**src/core/hvc_consts.vh**
```
`ifndef HVC_CONSTS_VH
`define HVC_CONSTS_VH

// register indices, byte address is four times the index
`define HVC_IDX_CTRL      8'h50
`define HVC_IDX_RATE      8'h51
`define HVC_IDX_TXF       8'h52
`define HVC_IDX_TXS       8'h53
`define HVC_IDX_RXF       8'h54
`define HVC_IDX_RXS       8'h55
`define HVC_IDX_XTRA      8'h56

// reset values
`define HVC_CTRL_RST      2'h0
`define HVC_RATE_RST      8'h00
`define HVC_XTRA_RST      1'b1

// link timing
`define HVC_CLK_HZ        100000000
`define HVC_BAUD          115200
`define HVC_FRAME_BITS    10
`define HVC_FRAME_CYC     ((`HVC_CLK_HZ / `HVC_BAUD) * `HVC_FRAME_BITS)

// command decoding
`define HVC_OGF_VENDOR    6'h3f
`define HVC_OCF_READ      10'h001
`define HVC_OCF_WRITE     10'h002
`define HVC_OCF_SETADDR   10'h003
`define HVC_FIXED_TYPE    8'h08
`define HVC_ST_OK         8'h00
`define HVC_ST_FAIL       8'h01
`define HVC_WR_HDR        8'h06
`define HVC_RD_PLEN       8'h09
`define HVC_SA_PLEN       8'h12

// sequencer register space
`define HVC_SEQ_DEPTH     8
`define HVC_SEQ_RADIO     3'h0
`define HVC_SEQ_CTLTX     3'h1
`define HVC_SEQ_CTLRX     3'h2
`define HVC_SEQ_STAT      3'h3
`define HVC_SEQ_VOICE     3'h4
`define HVC_VOICE_MAX     8'h01

// fifos
`define HVC_TXF_DEPTH     4
`define HVC_RXF_DEPTH     8
`define HVC_RTS_SET       4'h6
`define HVC_RTS_LOW       4'h2

`endif

```
**src/core/hvc_byte_pacer.v**
```verilog
`timescale 1ns/100ps
// moves one byte per character time divided by rate + 1 from the host queue to the parser
module hvc_byte_pacer #(
    parameter FRAME_CYCLES = 8680
) (
    // clock and reset
    input  wire        clk,
    input  wire        rst_n,
    // source queue
    input  wire        src_vld,
    input  wire [7:0]  src_byte,
    output wire        src_take,
    // flow control and rate
    input  wire        cts,
    input  wire [7:0]  rate,
    // parser side
    output reg         out_vld,
    output reg  [7:0]  out_byte
);
    localparam [15:0] FRAME = FRAME_CYCLES[15:0];
    reg        busy_q;
    reg [15:0] cnt_q;
    wire [15:0] step = {8'h00, rate} + 16'h0001;

    assign src_take = src_vld & ~busy_q & ~cts;

    always @(posedge clk or negedge rst_n) begin
        if (!rst_n) begin
            busy_q   <= 1'b0;
            cnt_q    <= 16'h0000;
            out_vld  <= 1'b0;
            out_byte <= 8'h00;
        end else begin
            out_vld <= 1'b0;
            if (src_take) begin
                busy_q   <= 1'b1;
                cnt_q    <= FRAME;
                out_byte <= src_byte;
            end else if (busy_q) begin
                if (cnt_q <= step) begin
                    busy_q  <= 1'b0;
                    out_vld <= 1'b1;
                end else begin
                    cnt_q <= cnt_q - step;
                end
            end
        end
    end
endmodule

```
**src/core/hvc_command_port.v**
```verilog
`timescale 1ns/100ps
`include "hvc_consts.vh"
module hvc_command_port #(
    parameter FRAME_CYCLES = `HVC_FRAME_CYC
) (
    // apb
    input  wire        pclk,
    input  wire        presetn,
    input  wire        psel,
    input  wire        penable,
    input  wire        pwrite,
    input  wire [11:0] paddr,
    input  wire [31:0] pwdata,
    output reg  [31:0] prdata,
    output reg         pready,
    output reg         pslverr,
    // radio
    output reg         radio_tx_data,
    output reg         radio_tx_en,
    output reg         radio_rx_en,
    input  wire        radio_rx_data,
    input  wire        radio_sync_detect,
    // radio serial control port
    output reg         ctl_clk,
    output reg         ctl_data_out,
    input  wire        ctl_data_in,
    output reg         ctl_sel_n,
    // status
    output reg         link_rts,
    output reg  [47:0] device_address
);
    localparam [5:0] S_OP0 = 6'h01, S_OP1 = 6'h02, S_PLEN = 6'h04,
                     S_BODY = 6'h08, S_DONE = 6'h10, S_RESP = 6'h20;

    // register file
    reg  [1:0]  ctrl_q;
    reg  [7:0]  rate_q;
    reg         xtra_q;
    wire [7:0]  idx = paddr[9:2];
    wire        acc = psel & penable & pready;
    wire        hit = (paddr[11:10] == 2'b00) && (paddr[1:0] == 2'b00) &&
                      (idx >= `HVC_IDX_CTRL) && (idx <= `HVC_IDX_XTRA);

    // host to sequencer queue
    reg  [7:0]  txf [0:`HVC_TXF_DEPTH-1];
    reg  [2:0]  txw_q, txr_q;
    wire [2:0]  txn = txw_q - txr_q;
    wire        tx_full = (txn == 3'd4);
    wire        tx_take;
    wire        tx_push = acc & pwrite & (idx == `HVC_IDX_TXF) & ~tx_full;

    // sequencer to host queue
    reg  [7:0]  rxf [0:`HVC_RXF_DEPTH-1];
    reg  [3:0]  rxw_q, rxr_q;
    wire [3:0]  rxn = rxw_q - rxr_q;
    wire        rx_empty = (rxn == 4'd0);
    wire        rx_full = (rxn == 4'd8);
    wire        rx_pop = acc & ~pwrite & (idx == `HVC_IDX_RXF) & ~rx_empty;
    wire        rx_push;

    // parser
    reg  [5:0]  st_q;
    reg  [15:0] op_q;
    reg  [7:0]  plen_q, bi_q, ri_q, wlen_q;
    reg  [31:0] addr_q, rlen_q;
    reg         ok_q;
    reg  [47:0] bda_q;
    reg  [7:0]  seq_q [0:`HVC_SEQ_DEPTH-1];
    reg         ctl_go_q;
    reg  [7:0]  ctl_rx_q;
    wire        in_vld;
    wire [7:0]  in_byte;

    wire        vend = (op_q[15:10] == `HVC_OGF_VENDOR);
    wire        is_rd = vend & (op_q[9:0] == `HVC_OCF_READ);
    wire        is_wr = vend & (op_q[9:0] == `HVC_OCF_WRITE);
    wire        is_sa = vend & (op_q[9:0] == `HVC_OCF_SETADDR);
    wire        last = (bi_q == plen_q - 8'h01);
    // hold back the next byte on the edge that ends a packet
    wire        cts = ~(st_q[0] | st_q[1] | st_q[2] | st_q[3]) |
                      (in_vld & (st_q[2] ? in_byte == 8'h00 : st_q[3] & last));
    wire [2:0]  wi = addr_q[2:0] + bi_q[2:0] - 3'd6;
    wire [31:0] lim = `HVC_SEQ_DEPTH;
    wire [31:0] a_in = {addr_q[23:0], in_byte};
    wire        rd_good = ok_q && plen_q == `HVC_RD_PLEN &&
                          addr_q < lim && rlen_q <= lim - addr_q;
    wire [7:0]  rtot = (is_rd & ok_q) ? rlen_q[7:0] + 8'h02 :
                       (is_rd ? 8'h02 : 8'h01);
    wire [2:0]  ri3 = addr_q[2:0] + ri_q[2:0] - 3'd2;
    reg  [7:0]  rbyte;
    integer     k;

    always @* begin
        case (ri3)
            `HVC_SEQ_CTLRX: rbyte = ctl_rx_q;
            `HVC_SEQ_STAT:  rbyte = {6'h00, radio_sync_detect,
                                     radio_rx_data};
            default:        rbyte = seq_q[ri3];
        endcase
        if (ri_q == 8'h00)
            rbyte = ok_q ? `HVC_ST_OK : `HVC_ST_FAIL;
        else if (ri_q == 8'h01)
            rbyte = ok_q ? rlen_q[7:0] : 8'h00;
    end

    assign rx_push = st_q[5] & ~rx_full & ~link_rts;

    hvc_byte_pacer #(
        .FRAME_CYCLES (FRAME_CYCLES)
    ) u_pacer (
        .clk      (pclk),
        .rst_n    (presetn),
        .src_vld  (txn != 3'd0),
        .src_byte (txf[txr_q[1:0]]),
        .src_take (tx_take),
        .cts      (cts),
        .rate     (rate_q),
        .out_vld  (in_vld),
        .out_byte (in_byte)
    );

    // apb slave: no wait state, answer registered
    always @(posedge pclk or negedge presetn) begin
        if (!presetn) begin
            pready  <= 1'b0;
            pslverr <= 1'b0;
            prdata  <= 32'h0000_0000;
            ctrl_q  <= `HVC_CTRL_RST;
            rate_q  <= `HVC_RATE_RST;
            xtra_q  <= `HVC_XTRA_RST;
            txw_q   <= 3'd0;
            rxr_q   <= 4'd0;
        end else begin
            pready  <= psel & ~penable;
            pslverr <= psel & ~penable & ~hit;
            prdata  <= 32'h0000_0000;
            if (psel & ~penable & hit & ~pwrite) begin
                case (idx)
                    `HVC_IDX_CTRL: prdata[7:0] <= {4'h0, ctrl_q, 2'b11};
                    `HVC_IDX_RATE: prdata[7:0] <= rate_q;
                    `HVC_IDX_TXS:  prdata[7:0] <= {6'h00, tx_full,
                                                   txn == 3'd0};
                    `HVC_IDX_RXF:  prdata[7:0] <= rxf[rxr_q[2:0]];
                    `HVC_IDX_RXS:  prdata[7:0] <= {5'h00, link_rts,
                                                   rx_full, ~rx_empty};
                    `HVC_IDX_XTRA: prdata[7:0] <= {7'h00, xtra_q};
                    default:       prdata[7:0] <= 8'h00;
                endcase
            end
            if (acc & pwrite & hit) begin
                case (idx)
                    `HVC_IDX_CTRL: ctrl_q <= pwdata[3:2];
                    `HVC_IDX_RATE: rate_q <= pwdata[7:0];
                    `HVC_IDX_XTRA: xtra_q <= pwdata[0];
                    default:       ctrl_q <= ctrl_q;
                endcase
            end
            if (tx_push) begin
                txf[txw_q[1:0]] <= pwdata[7:0];
                txw_q <= txw_q + 3'd1;
            end
            if (rx_pop)
                rxr_q <= rxr_q + 4'd1;
        end
    end

    // receive-side flow control
    always @(posedge pclk or negedge presetn) begin
        if (!presetn) begin
            link_rts <= 1'b0;
        end else if (rxn >= `HVC_RTS_SET) begin
            link_rts <= 1'b1;
        end else if (xtra_q ? rx_empty : rxn <= `HVC_RTS_LOW) begin
            link_rts <= 1'b0;
        end
    end

    // command interpreter
    always @(posedge pclk or negedge presetn) begin
        if (!presetn) begin
            st_q     <= S_OP0;
            op_q     <= 16'h0000;
            plen_q   <= 8'h00;
            bi_q     <= 8'h00;
            ri_q     <= 8'h00;
            wlen_q   <= 8'h00;
            addr_q   <= 32'h0000_0000;
            rlen_q   <= 32'h0000_0000;
            ok_q     <= 1'b0;
            bda_q    <= 48'h0000_0000_0000;
            device_address <= 48'h0000_0000_0000;
            txr_q    <= 3'd0;
            rxw_q    <= 4'd0;
            ctl_go_q <= 1'b0;
            for (k = 0; k < `HVC_SEQ_DEPTH; k = k + 1)
                seq_q[k] <= 8'h00;
        end else begin
            ctl_go_q <= 1'b0;
            if (tx_take)
                txr_q <= txr_q + 3'd1;
            case (st_q)
                S_OP0: if (in_vld) begin
                    op_q[7:0] <= in_byte;
                    st_q <= S_OP1;
                end
                S_OP1: if (in_vld) begin
                    op_q[15:8] <= in_byte;
                    st_q <= S_PLEN;
                end
                S_PLEN: if (in_vld) begin
                    plen_q <= in_byte;
                    bi_q   <= 8'h00;
                    ok_q   <= 1'b1;
                    rlen_q <= 32'h0000_0000;
                    st_q   <= (in_byte == 8'h00) ? S_DONE : S_BODY;
                end
                S_BODY: if (in_vld) begin
                    bi_q <= bi_q + 8'h01;
                    if (is_rd | is_wr) begin
                        if (bi_q < 8'h04)
                            addr_q <= a_in;
                        else if (bi_q == 8'h04 &&
                                 in_byte != `HVC_FIXED_TYPE)
                            ok_q <= 1'b0;
                        else if (is_rd && bi_q < 8'h09)
                            rlen_q <= {rlen_q[23:0], in_byte};
                        else if (is_wr && bi_q == 8'h05) begin
                            wlen_q <= in_byte;
                            if (addr_q >= lim ||
                                {24'h0, in_byte} > lim - addr_q ||
                                plen_q != `HVC_WR_HDR + in_byte)
                                ok_q <= 1'b0;
                        end else if (is_wr && ok_q &&
                                     bi_q < `HVC_WR_HDR + wlen_q) begin
                            if (wi == `HVC_SEQ_VOICE &&
                                in_byte > `HVC_VOICE_MAX)
                                ok_q <= 1'b0;
                            else if (wi != `HVC_SEQ_CTLRX &&
                                     wi != `HVC_SEQ_STAT) begin
                                seq_q[wi] <= in_byte;
                                ctl_go_q <= (wi == `HVC_SEQ_CTLTX);
                            end
                        end
                    end else if (is_sa) begin
                        if (bi_q >= 8'h01 && bi_q <= 8'h06)
                            bda_q <= {in_byte, bda_q[47:8]};
                        else if (in_byte != 8'h00)
                            ok_q <= 1'b0;
                    end else begin
                        ok_q <= 1'b0;
                    end
                    if (last)
                        st_q <= S_DONE;
                end
                S_DONE: begin
                    ri_q <= 8'h00;
                    if (is_rd)
                        ok_q <= rd_good;
                    else if (is_sa && ok_q && plen_q == `HVC_SA_PLEN)
                        device_address <= bda_q;
                    else if (is_sa || !(is_wr && plen_q != 8'h00))
                        ok_q <= 1'b0;
                    st_q <= S_RESP;
                end
                S_RESP: if (rx_push) begin
                    rxf[rxw_q[2:0]] <= rbyte;
                    rxw_q <= rxw_q + 4'd1;
                    ri_q  <= ri_q + 8'h01;
                    if (ri_q == rtot - 8'h01)
                        st_q <= S_OP0;
                end
                default: st_q <= S_OP0;
            endcase
        end
    end

    // radio pins and serial control port master
    reg [3:0] ctl_cnt_q;
    reg [7:0] ctl_sh_q;
    always @(posedge pclk or negedge presetn) begin
        if (!presetn) begin
            radio_tx_data <= 1'b0;
            radio_tx_en   <= 1'b0;
            radio_rx_en   <= 1'b0;
            ctl_clk       <= 1'b0;
            ctl_data_out  <= 1'b0;
            ctl_sel_n     <= 1'b1;
            ctl_cnt_q     <= 4'h0;
            ctl_sh_q      <= 8'h00;
            ctl_rx_q      <= 8'h00;
        end else begin
            radio_tx_en   <= seq_q[`HVC_SEQ_RADIO][0];
            radio_rx_en   <= seq_q[`HVC_SEQ_RADIO][1];
            radio_tx_data <= seq_q[`HVC_SEQ_RADIO][2];
            if (ctl_go_q && ctl_cnt_q == 4'h0) begin
                ctl_sel_n    <= 1'b0;
                ctl_cnt_q    <= 4'h8;
                ctl_sh_q     <= seq_q[`HVC_SEQ_CTLTX];
                ctl_data_out <= seq_q[`HVC_SEQ_CTLTX][7];
            end else if (ctl_cnt_q != 4'h0) begin
                ctl_clk <= ~ctl_clk;
                if (!ctl_clk) begin
                    ctl_rx_q <= {ctl_rx_q[6:0], ctl_data_in};
                end else begin
                    ctl_sh_q     <= {ctl_sh_q[6:0], 1'b0};
                    ctl_data_out <= ctl_sh_q[6];
                    ctl_cnt_q    <= ctl_cnt_q - 4'h1;
                    if (ctl_cnt_q == 4'h1)
                        ctl_sel_n <= 1'b1;
                end
            end
        end
    end
endmodule

```
**config.mk**
```make
export PLATFORM = sky130hd
export DESIGN_NAME = hvc_command_port
export DESIGN_NICKNAME = d
export VERILOG_FILES = /design/src/core/hvc_byte_pacer.v /design/src/core/hvc_command_port.v
export VERILOG_INCLUDE_DIRS = /design/src /design/src/core
export SDC_FILE = /design/constraint.sdc
export NUM_CORES = 1
export LEC_CHECK = 0
export ABC_AREA = 0
export BUFFER_PORTS_ARGS = -buffer_cell sky130_fd_sc_hd__buf_2
export CELL_PAD_IN_SITES_DETAIL_PLACEMENT = 1
export CELL_PAD_IN_SITES_GLOBAL_PLACEMENT = 2
export CORE_MARGIN = 1.5
export CORE_UTILIZATION = 47
export CTS_BUF_LIST = sky130_fd_sc_hd__clkbuf_8
export DETAILED_ROUTE_END_ITERATION = 7
export HOLD_SLACK_MARGIN = 0.12
export PLACE_DENSITY_LB_ADDON = 0.12
export REMOVE_ABC_BUFFERS = 1
export SLEW_MARGIN = 20
export SYNTH_ARGS = -nofsm -noshare
export SYNTH_HDL_FRONTEND = slang
export SYNTH_SLANG_ARGS = --single-unit
```
**constraint.sdc**
```tcl
create_clock -name pclk -period 8.9 [get_ports pclk]
set_input_delay 1.78 -clock pclk [delete_from_list [all_inputs] [get_ports pclk]]
set_output_delay 1.78 -clock pclk [all_outputs]
set_load 0.01 [all_outputs]
```
==> run_results.csv, run 1 <==
group,metric,value,unit
power,p_leak,11.5,nW
drt,ant_nets,0,
setup_path,path_class,"reg -> reg",
drt,drc,6,
clocking,cts_inserted_buffers,78,
sta,slew_headroom,25.6,%
setup_path,cp.arrival,5.26,ns
job,cap_violations,0,
min_path,min-delay-start,"seq_q[56]$_DFFE_PN0P_",
clocking,cts_setup_buffers,0,
setup_path,critPathRequiredTime,9.44,ns
die,ios,141,
clocking,clock-root-buffer,"clkbuf_8",
global_routing,grt_pass1_vias,16219,
power,ir_drop,0.146,mV
setup_path,startpoint,"addr_q[6]$_DFFE_PN0P_",
final_layout,stdcell_area,25000,um^2
min_path,hp-class,"reg -> reg",
final_layout,final_net_count,2129,
clocking,cts.htree.levels,3,
global_routing,grt_pass1_wl,90.7,mm
placed_design,placed_cell_area,23300,um^2
synth,synth_edf_count,96,
setup_path,cp-start-kind,"register",
final_layout,fill_cells,4844,
synth,synth-async-reset-ratio,78.5,%
setup_path,r2r-start,"addr_q[6]$_DFFE_PN0P_",
clocking,holdBufCountCts,0,
die,dieArea,48800,um^2
synth,synth-main-ff-cell,"dfrtp_1",
placed_design,gp_congestion,0.822,
drt,dr.pass1.iters,8,
synth,yosys_warnings,0,
drt,num_vias,15093,
final_layout,drive_gt1_share,23.5,%
drt,via_per_inst,5.68,
power,power_density,201,nW/um^2
synth,ys_seq_elements,447,
sta,period_needed,4.72,ns
sta,skew,0.0383,ns
global_routing,grt_max_degree,132,
die,initial_core_util,47.8,%
die,core.rowCount,79,
power,switching_share,28.9,%
clocking,clk_pin_slew,0.06,ns
sta,setup_viol,0,
setup_path,critPathMaxFanout,7,
die,core,46800,um^2
clocking,cts-resized-gates,0,
synth,synthCells,1890,
placed_design,hpwl,38.3,mm
drt,routedWlPerCell,21.0,um
run_status,violations,"design-rule violations",
sta,rsz0062_at_grt,"no",
clocking,clk_path_buf_depth,3,
power,p_int,3.57,mW
die,die_h,221,um
synth,syn_avg_cell_area,11.8,um^2
sta,setup_tns,0,ns
global_routing,grt.total_usage,23.4,%
clocking,worstSkewPairLatency,0.69,ns
power,p_sw,1.45,mW
drt,drtIter0Drc,848,
synth,synth_cell_types,75,
final_layout,area_growth,11.8,%
power,power_frac_seq,46.0,%
global_routing,antenna_found_initial,1,
run_status,status,"finished, violations left",
global_routing,gr-total-overflow,0,
sta,min_period_over_period,53.0,%
drt,routed_wl,55.7,mm
clocking,cts_sinks,447,
synth,seq_area_frac_synth,52.2,%
sta,clock.fmax,212,MHz
setup_path,endpoint_kind,"register",
placed_design,io_buffers,92,
synth,syn-cell-area,22300,um^2
clocking,cts_tree,"built",
sta,tightest_slew,1.12,ns
power,clkPwrFrac,39.9,%
die,die_x,221,um
power,combPwrFrac,14.1,%
sta,hold_viol_final,0,
sta,drv_slew,0,
[Yosys cell counts, types with 4 or more instances]
library cell,n,area [um^2]
nand2_1,169,634
inv_1,46,173
nand2b_1,14,87.6
a31oi_1,19,119
o211ai_1,19,143
a22oi_1,5,37.5
a21oi_1,51,255
ha_1,90,1130
nor2_1,110,413
and4_1,5,43.8
nor4bb_1,4,40.0
nor4_1,22,138
buf_1,6,22.5
dfrtp_1,348,8710
o31ai_1,6,45.0
nand3_1,54,270
a311oi_1,5,43.8
mux2i_1,12,120
clkbuf_1,86,323
a211oi_1,8,60.1
a22o_1,32,280
nand3b_1,4,30.0
mux2_2,200,2250
buf_4,25,188
nand4_1,24,150
edfxtp_1,96,2880
and3_1,20,125
a211o_1,6,52.6
mux4_2,34,766
or3_1,17,106
o21a_1,6,45.0
nor2b_1,22,138
o21ai_0,66,330
and2_1,6,37.5
xnor2_1,75,657
xor2_1,49,429
or2_2,7,43.8
or4_1,13,97.6
nor3_1,41,205
a21o_1,7,52.6
nand4b_1,5,43.8
[registers in the layout (all words and copies together) (netlist names), 8 cells and up]
register and flops:
ctl_rx_q 8, addr_q 32, rlen_q 32, bi_q 8, txf 32, plen_q 8, device_address 48, op_q 16
u_pacer.out_byte 8, rate_q 8, u_pacer.cnt_q 16, prdata 8, ri_q 8, wlen_q 8, bda_q 48, seq_q 48
rxf 64
[placed cells by master, fill, tap and decap left out, types with 18 or more instances in the layout]
cell type  count
nor2_1       108
clkbuf_8      90
a31oi_1       19
o21ai_0       66
buf_4         18
xor2_1        49
nand4_1       24
mux2_2       200
xnor2_1       75
nor4_1        21
nand2_1      169
nor2b_1       22
and3_1        20
nor3_1        39
mux4_2        34
nand3_1       53
conb_1        24
inv_1         71
a21oi_1       50
ha_1          90
buf_2         91
o211ai_1      19
dfrtp_1      348
edfxtp_1      96
a22o_1        32
[routing by layer]
metal / routed length (um) / up-vias / track usage, %
met4: 1590 / 0 / 8.14
met3: 1850 / 116 / 4.36
met2: 27200 / 232 / 39.1
met1: 25100 / 7737 / 30.7
li1: - / 7008 / -
met5: 0 / - / 0
[final timing paths]
kind | slack [ns] | cells past startpoint | to
setup / recovery | 4.18 | 13 | ok_q$_DFFE_PN0P_
setup reg to reg | 4.18 | 13 | ok_q$_DFFE_PN0P_
hold reg to reg | 0.39 | 0 | radio_tx_en$_DFF_PN0_
min in group asynchronous | 1.03 | 1 | device_address[3]$_DFFE_PN0P_
max in group asynchronous | 5.96 | 3 | seq_q[1]$_DFFE_PN0P_
hold / removal | 0.39 | 0 | radio_tx_en$_DFF_PN0_
[stage by stage]
step / util (%) / setup WS, ns / hold slack, ns / power (mW) / cells
CTS: 53.4 / 4.17 / 0.396 / 5.09 / 2654
floorplan: - / 4.56 / 0.366 / 2.75 / 1794
global route: 53.4 / 3.92 / 0.417 / 5.25 / 2654
detailed placement: 49.8 / 4.20 / 0.390 / 3.06 / 2512
finish: 53.4 / 4.18 / 0.394 / 5.01 / 2655
global placement: 49.8 / 4.00 / 0.383 / 3.03 / 2512
[power by group through the flow]
stage / combinational (mW) / clock [mW] / sequential (mW)
final: 0.708 / 2.00 / 2.31
after global routing: 0.790 / 2.14 / 2.32
after CTS: 0.717 / 2.06 / 2.31
after detailed placement: 0.710 / 0 / 2.35
after global placement: 0.688 / 0 / 2.34
after floorplan: 0.432 / 0 / 2.31
[final cells by class]
class                   count  area [um^2]  share of cell area (%)
clock buffers              90         1240                    4.96
diodes                      1         2.50                  0.0100
flip-flops and latches    447        11700                    46.7
multi-input cells        1300        10100                    40.3
repair buffers            111          626                    2.51
well taps                 607          759                    3.04
inverters                  47          176                   0.707
clock inverters            52          427                    1.71
[worst max-delay path: stages (launching register included)]
cell and delay [ns]:
dfrtp_1 0.47, or4_1 0.72, nor4_2 0.80, nand3_1 0.33, or3_1 0.44, xnor2_1 0.16
ha_1 0.30, nand4_1 0.16, nor3_1 0.22, o221ai_1 0.13, and3b_1 0.24, mux2i_1 0.20
a31oi_1 0.11, mux2_1 0.30
[cells by family (layout without fill, tap and decap cells)]
logic type      Yosys count  in the layout  synth area share [%]
compound gates          261            261                  7.89
fa+ha+maj                95             95                  5.35
mux                     247            247                  14.1
other cells               1             25                0.0168
simple gates            547            547                  12.1
xor+xnor                126            126                  5.06
buf+inv                 166            300                  3.25
flops                   447            447                  52.2
No activity file was read; power rests on OpenSTA's default activity.
==> run 2, diff against run 1 <==
--- a/config.mk
+++ b/config.mk
@@ -6,12 +6,12 @@
 export SDC_FILE = /design/constraint.sdc
 export NUM_CORES = 1
 export LEC_CHECK = 0
-export ABC_AREA = 0
+export ABC_AREA = 1
 export BUFFER_PORTS_ARGS = -buffer_cell sky130_fd_sc_hd__buf_2
 export CELL_PAD_IN_SITES_DETAIL_PLACEMENT = 1
 export CELL_PAD_IN_SITES_GLOBAL_PLACEMENT = 2
 export CORE_MARGIN = 1.5
-export CORE_UTILIZATION = 47
+export CORE_UTILIZATION = 36
 export CTS_BUF_LIST = sky130_fd_sc_hd__clkbuf_8
 export DETAILED_ROUTE_END_ITERATION = 7
 export HOLD_SLACK_MARGIN = 0.12
==> constraint.sdc (replaced) <==
create_clock -name pclk -period 4.1 [get_ports pclk]
set_input_delay 0.82 -clock pclk [delete_from_list [all_inputs] [get_ports pclk]]
set_output_delay 0.82 -clock pclk [all_outputs]
set_load 0.01 [all_outputs]
==> run_results.csv, run 2 <==
group,metric,value,unit
clocking,cts.htree.levels,3,
global_routing,grt_pass1_vias,19719,
sta,skew,0.0362,ns
setup_path,critPathMaxFanout,9,
drt,met1_length,32.8,mm
setup_path,path_cells,"inv_1 -> ha_1 -> inv_1 -> ha_1 -> inv_1 -> nor2_1 -> clkinv_1 -> o22ai_1 -> a21oi_1 -> a2111oi_1 -> buf_4 -> nor3_1 -> buf_4",
drt,dr.pass1.iters,5,
setup_path,critPathRequiredTime,4.51,ns
synth,yosys_warnings,0,
final_layout,area_growth,13.3,%
drt,routedWlPerCell,18.5,um
drt,wl_met2,32.3,mm
synth,synth-main-ff-cell,"dfrtp_1",
setup_path,slowest_stage,"a2111oi_1",
synth,synth_commonest_cells,"nand2_1 (492), dfrtp_1 (356), inv_1 (329)",
global_routing,grt.total_usage,21.0,%
drt,via_per_inst,5.02,
die,initial_core_util,36.4,%
sta,slew_headroom,24.7,%
placed_design,hpwl,49.6,mm
final_layout,final_net_count,2946,
synth,synthCells,2659,
drt,ant_nets,0,
clocking,clock-root-buffer,"clkbuf_8",
sta,tightest_slew,1.12,ns
global_routing,gr-total-overflow,0,
sta,setup_tns,0,ns
placed_design,gp_congestion,0.830,
synth,yosysMostFrequentCell,"nand2_1",
clocking,cts_tree,"built",
die,core.rowCount,93,
power,ir_drop,0.407,mV
final_layout,layout_commonest_cell,"nand2_1",
die,dieArea,66800,um^2
setup_path,cpMostUsedCell,"inv_1",
drt,wl_met3,2.14,mm
run_status,status,"finished, final reports clean",
final_layout,layout.cells.most_common_list,"nand2_1 (491), inv_1 (361), dfrtp_1 (356), o21ai_0 (265), nor2_1 (246)",
synth,synth_cell_types,64,
sta,clock.fmax,265,MHz
drt,highest_layer,"met4",
sta,period_needed,3.77,ns
die,die_h,258,um
drt,routed_wl,69.0,mm
setup_path,startpoint,"ri_q[1]$_DFFE_PN0P_",
final_layout,drive_gt1_share,13.8,%
global_routing,grt_max_degree,114,
power,power_density,435,nW/um^2
power,p_leak,12.4,nW
sta,setup_viol,0,
min_path,hp-class,"in -> reg",
drt,drtIter0Drc,1006,
job,cap_violations,0,
sta,drv_slew,0,
sta,hold_viol_final,0,
clocking,cts_setup_buffers,0,
final_layout,largest_reg_flops,64,
setup_path,slowest_delay,0.51,ns
drt,drc,0,
setup_path,r2r-start,"ri_q[1]$_DFFE_PN0P_",
synth,synthTopCellsByArea,"dfrtp_1 (38%), edfxtp_1 (12%), nand2_1 (7.9%), o21ai_0 (5.6%), inv_1 (5.3%)",
setup_path,cp-start-kind,"register",
synth,syn_avg_cell_area,8.83,um^2
power,power,11.6,mW
setup_path,endpoint_kind,"register",
min_path,min-delay-start,"penable",
setup_path,critPathBufInv,6,
global_routing,antenna_found_initial,1,
sta,rsz0062_at_grt,"no",
global_routing,grt_pass1_wl,111,mm
setup_path,path_class,"reg -> reg",
die,die_x,258,um
placed_design,io_buffers,92,
synth,yosys.area.top_type,"dfrtp_1",
die,ios,141,
sta,min_period_over_period,91.9,%
clocking,clk_pin_slew,0.07,ns
synth,synth_top_area_share,37.9,%
synth,synth-async-reset-ratio,78.9,%
synth,ys_seq_elements,455,
drt,num_vias,18668,
synth,seq_area_frac_synth,50.5,%
synth,synth_edf_count,96,
clocking,cts_sinks,455,
synth,syn-cell-area,23500,um^2
clocking,clk_path_buf_depth,3,
clocking,cts_inserted_buffers,85,
setup_path,cp_top_family,"buffers and inverters",
setup_path,cp.arrival,4.18,ns
die,core,64500,um^2
clocking,worstSkewPairLatency,0.68,ns
[run 2: cell types whose count changed in the layout (fill, tap and decap cells not counted), sizes merged, moves of 55 or more]
cell	before	now
inv	73	374
mux2	201	14
nand2	169	508
nand3	54	128
nor2	110	263
o21ai	66	319
o22ai	1	56
[run 2: repair_timing]
action                     4_1_cts  5_1_grt
hold endpoints to repair        36        0
resized for setup                0        1
setup endpoints to repair        0        8
hold buffers                     1        0
[run 2: cell type report]
| type | count | area, um^2 |
|---|---|---|
| diodes | 1 | 2.50 |
| clock buffers | 98 | 1350 |
| clock inverters | 52 | 283 |
| fillers | 7638 | 37900 |
| inverters | 343 | 1290 |
| multi-input cells | 1773 | 9850 |
| flip-flops and latches | 455 | 11900 |
| well taps | 855 | 1070 |
| repair buffers | 144 | 901 |
[run 2: worst reg2reg max path: cells and delay by family (launching register included)]
kind,cells,cell delay [ns]
compound gates,3,0.84
buf+inv,6,1.15
simple gates,2,0.38
flops,1,0.38
fa+ha+maj,2,0.74
[run 2: stage by stage]
| stage | utilization, % | area (um^2) | worst slack (ns) | std cells | hold WS (ns) |
|---|---|---|---|---|---|
| after floorplan | - | 23000 | 0.355 | 2571 | 0.354 |
| after detailed placement | 38.7 | 25000 | 0.248 | 3569 | 0.367 |
| final | 41.3 | 26600 | 0.332 | 3721 | 0.344 |
| after CTS | 41.3 | 26600 | 0.216 | 3720 | 0.279 |
| after global placement | 38.7 | 25000 | 0.450 | 3569 | 0.365 |
| after global routing | 41.3 | 26600 | 0.0480 | 3721 | 0.304 |
[run 2: logic make-up (layout without fill, tap and decap cells)]
| kind of cell | count (synthesis) | after routing | synth area share [%] |
|---|---|---|---|
| simple gates | 1025 | 1025 | 19.3 |
| buf+inv | 454 | 637 | 8.01 |
| xor+xnor | 87 | 87 | 3.34 |
| mux | 18 | 18 | 0.842 |
| flops | 455 | 455 | 50.5 |
| fa+ha+maj | 92 | 92 | 4.96 |
| compound gates | 527 | 527 | 13.0 |
| other cells | 1 | 25 | 0.0160 |
[run 2: routing by layer]
metal	track usage, %	vias up
met2	34.7	245
met4	6.37	0
met3	2.80	109
li1	-	9076
met1	28.8	9238
met5	0	-
[run 2: path summary, 6_finish.rpt]
kind,endpoint,slack (ns),cells after the start
worst min-delay path,pready$_DFF_PN0_,0.34,2
worst max-delay path,rxf[0][4]$_DFFE_PP_,0.33,13
worst max register to register,rxf[0][4]$_DFFE_PP_,0.33,13
max in group asynchronous,device_address[34]$_DFFE_PN0P_,2.32,3
worst min register to register,seq_q[44]$_DFFE_PN0P_,0.38,0
min in group asynchronous,device_address[0]$_DFFE_PN0P_,0.66,2
[run 2: where the power goes]
part	switching (mW)	internal [mW]
sequential	0.252	4.81
clock	1.99	2.30
combinational	1.53	0.688
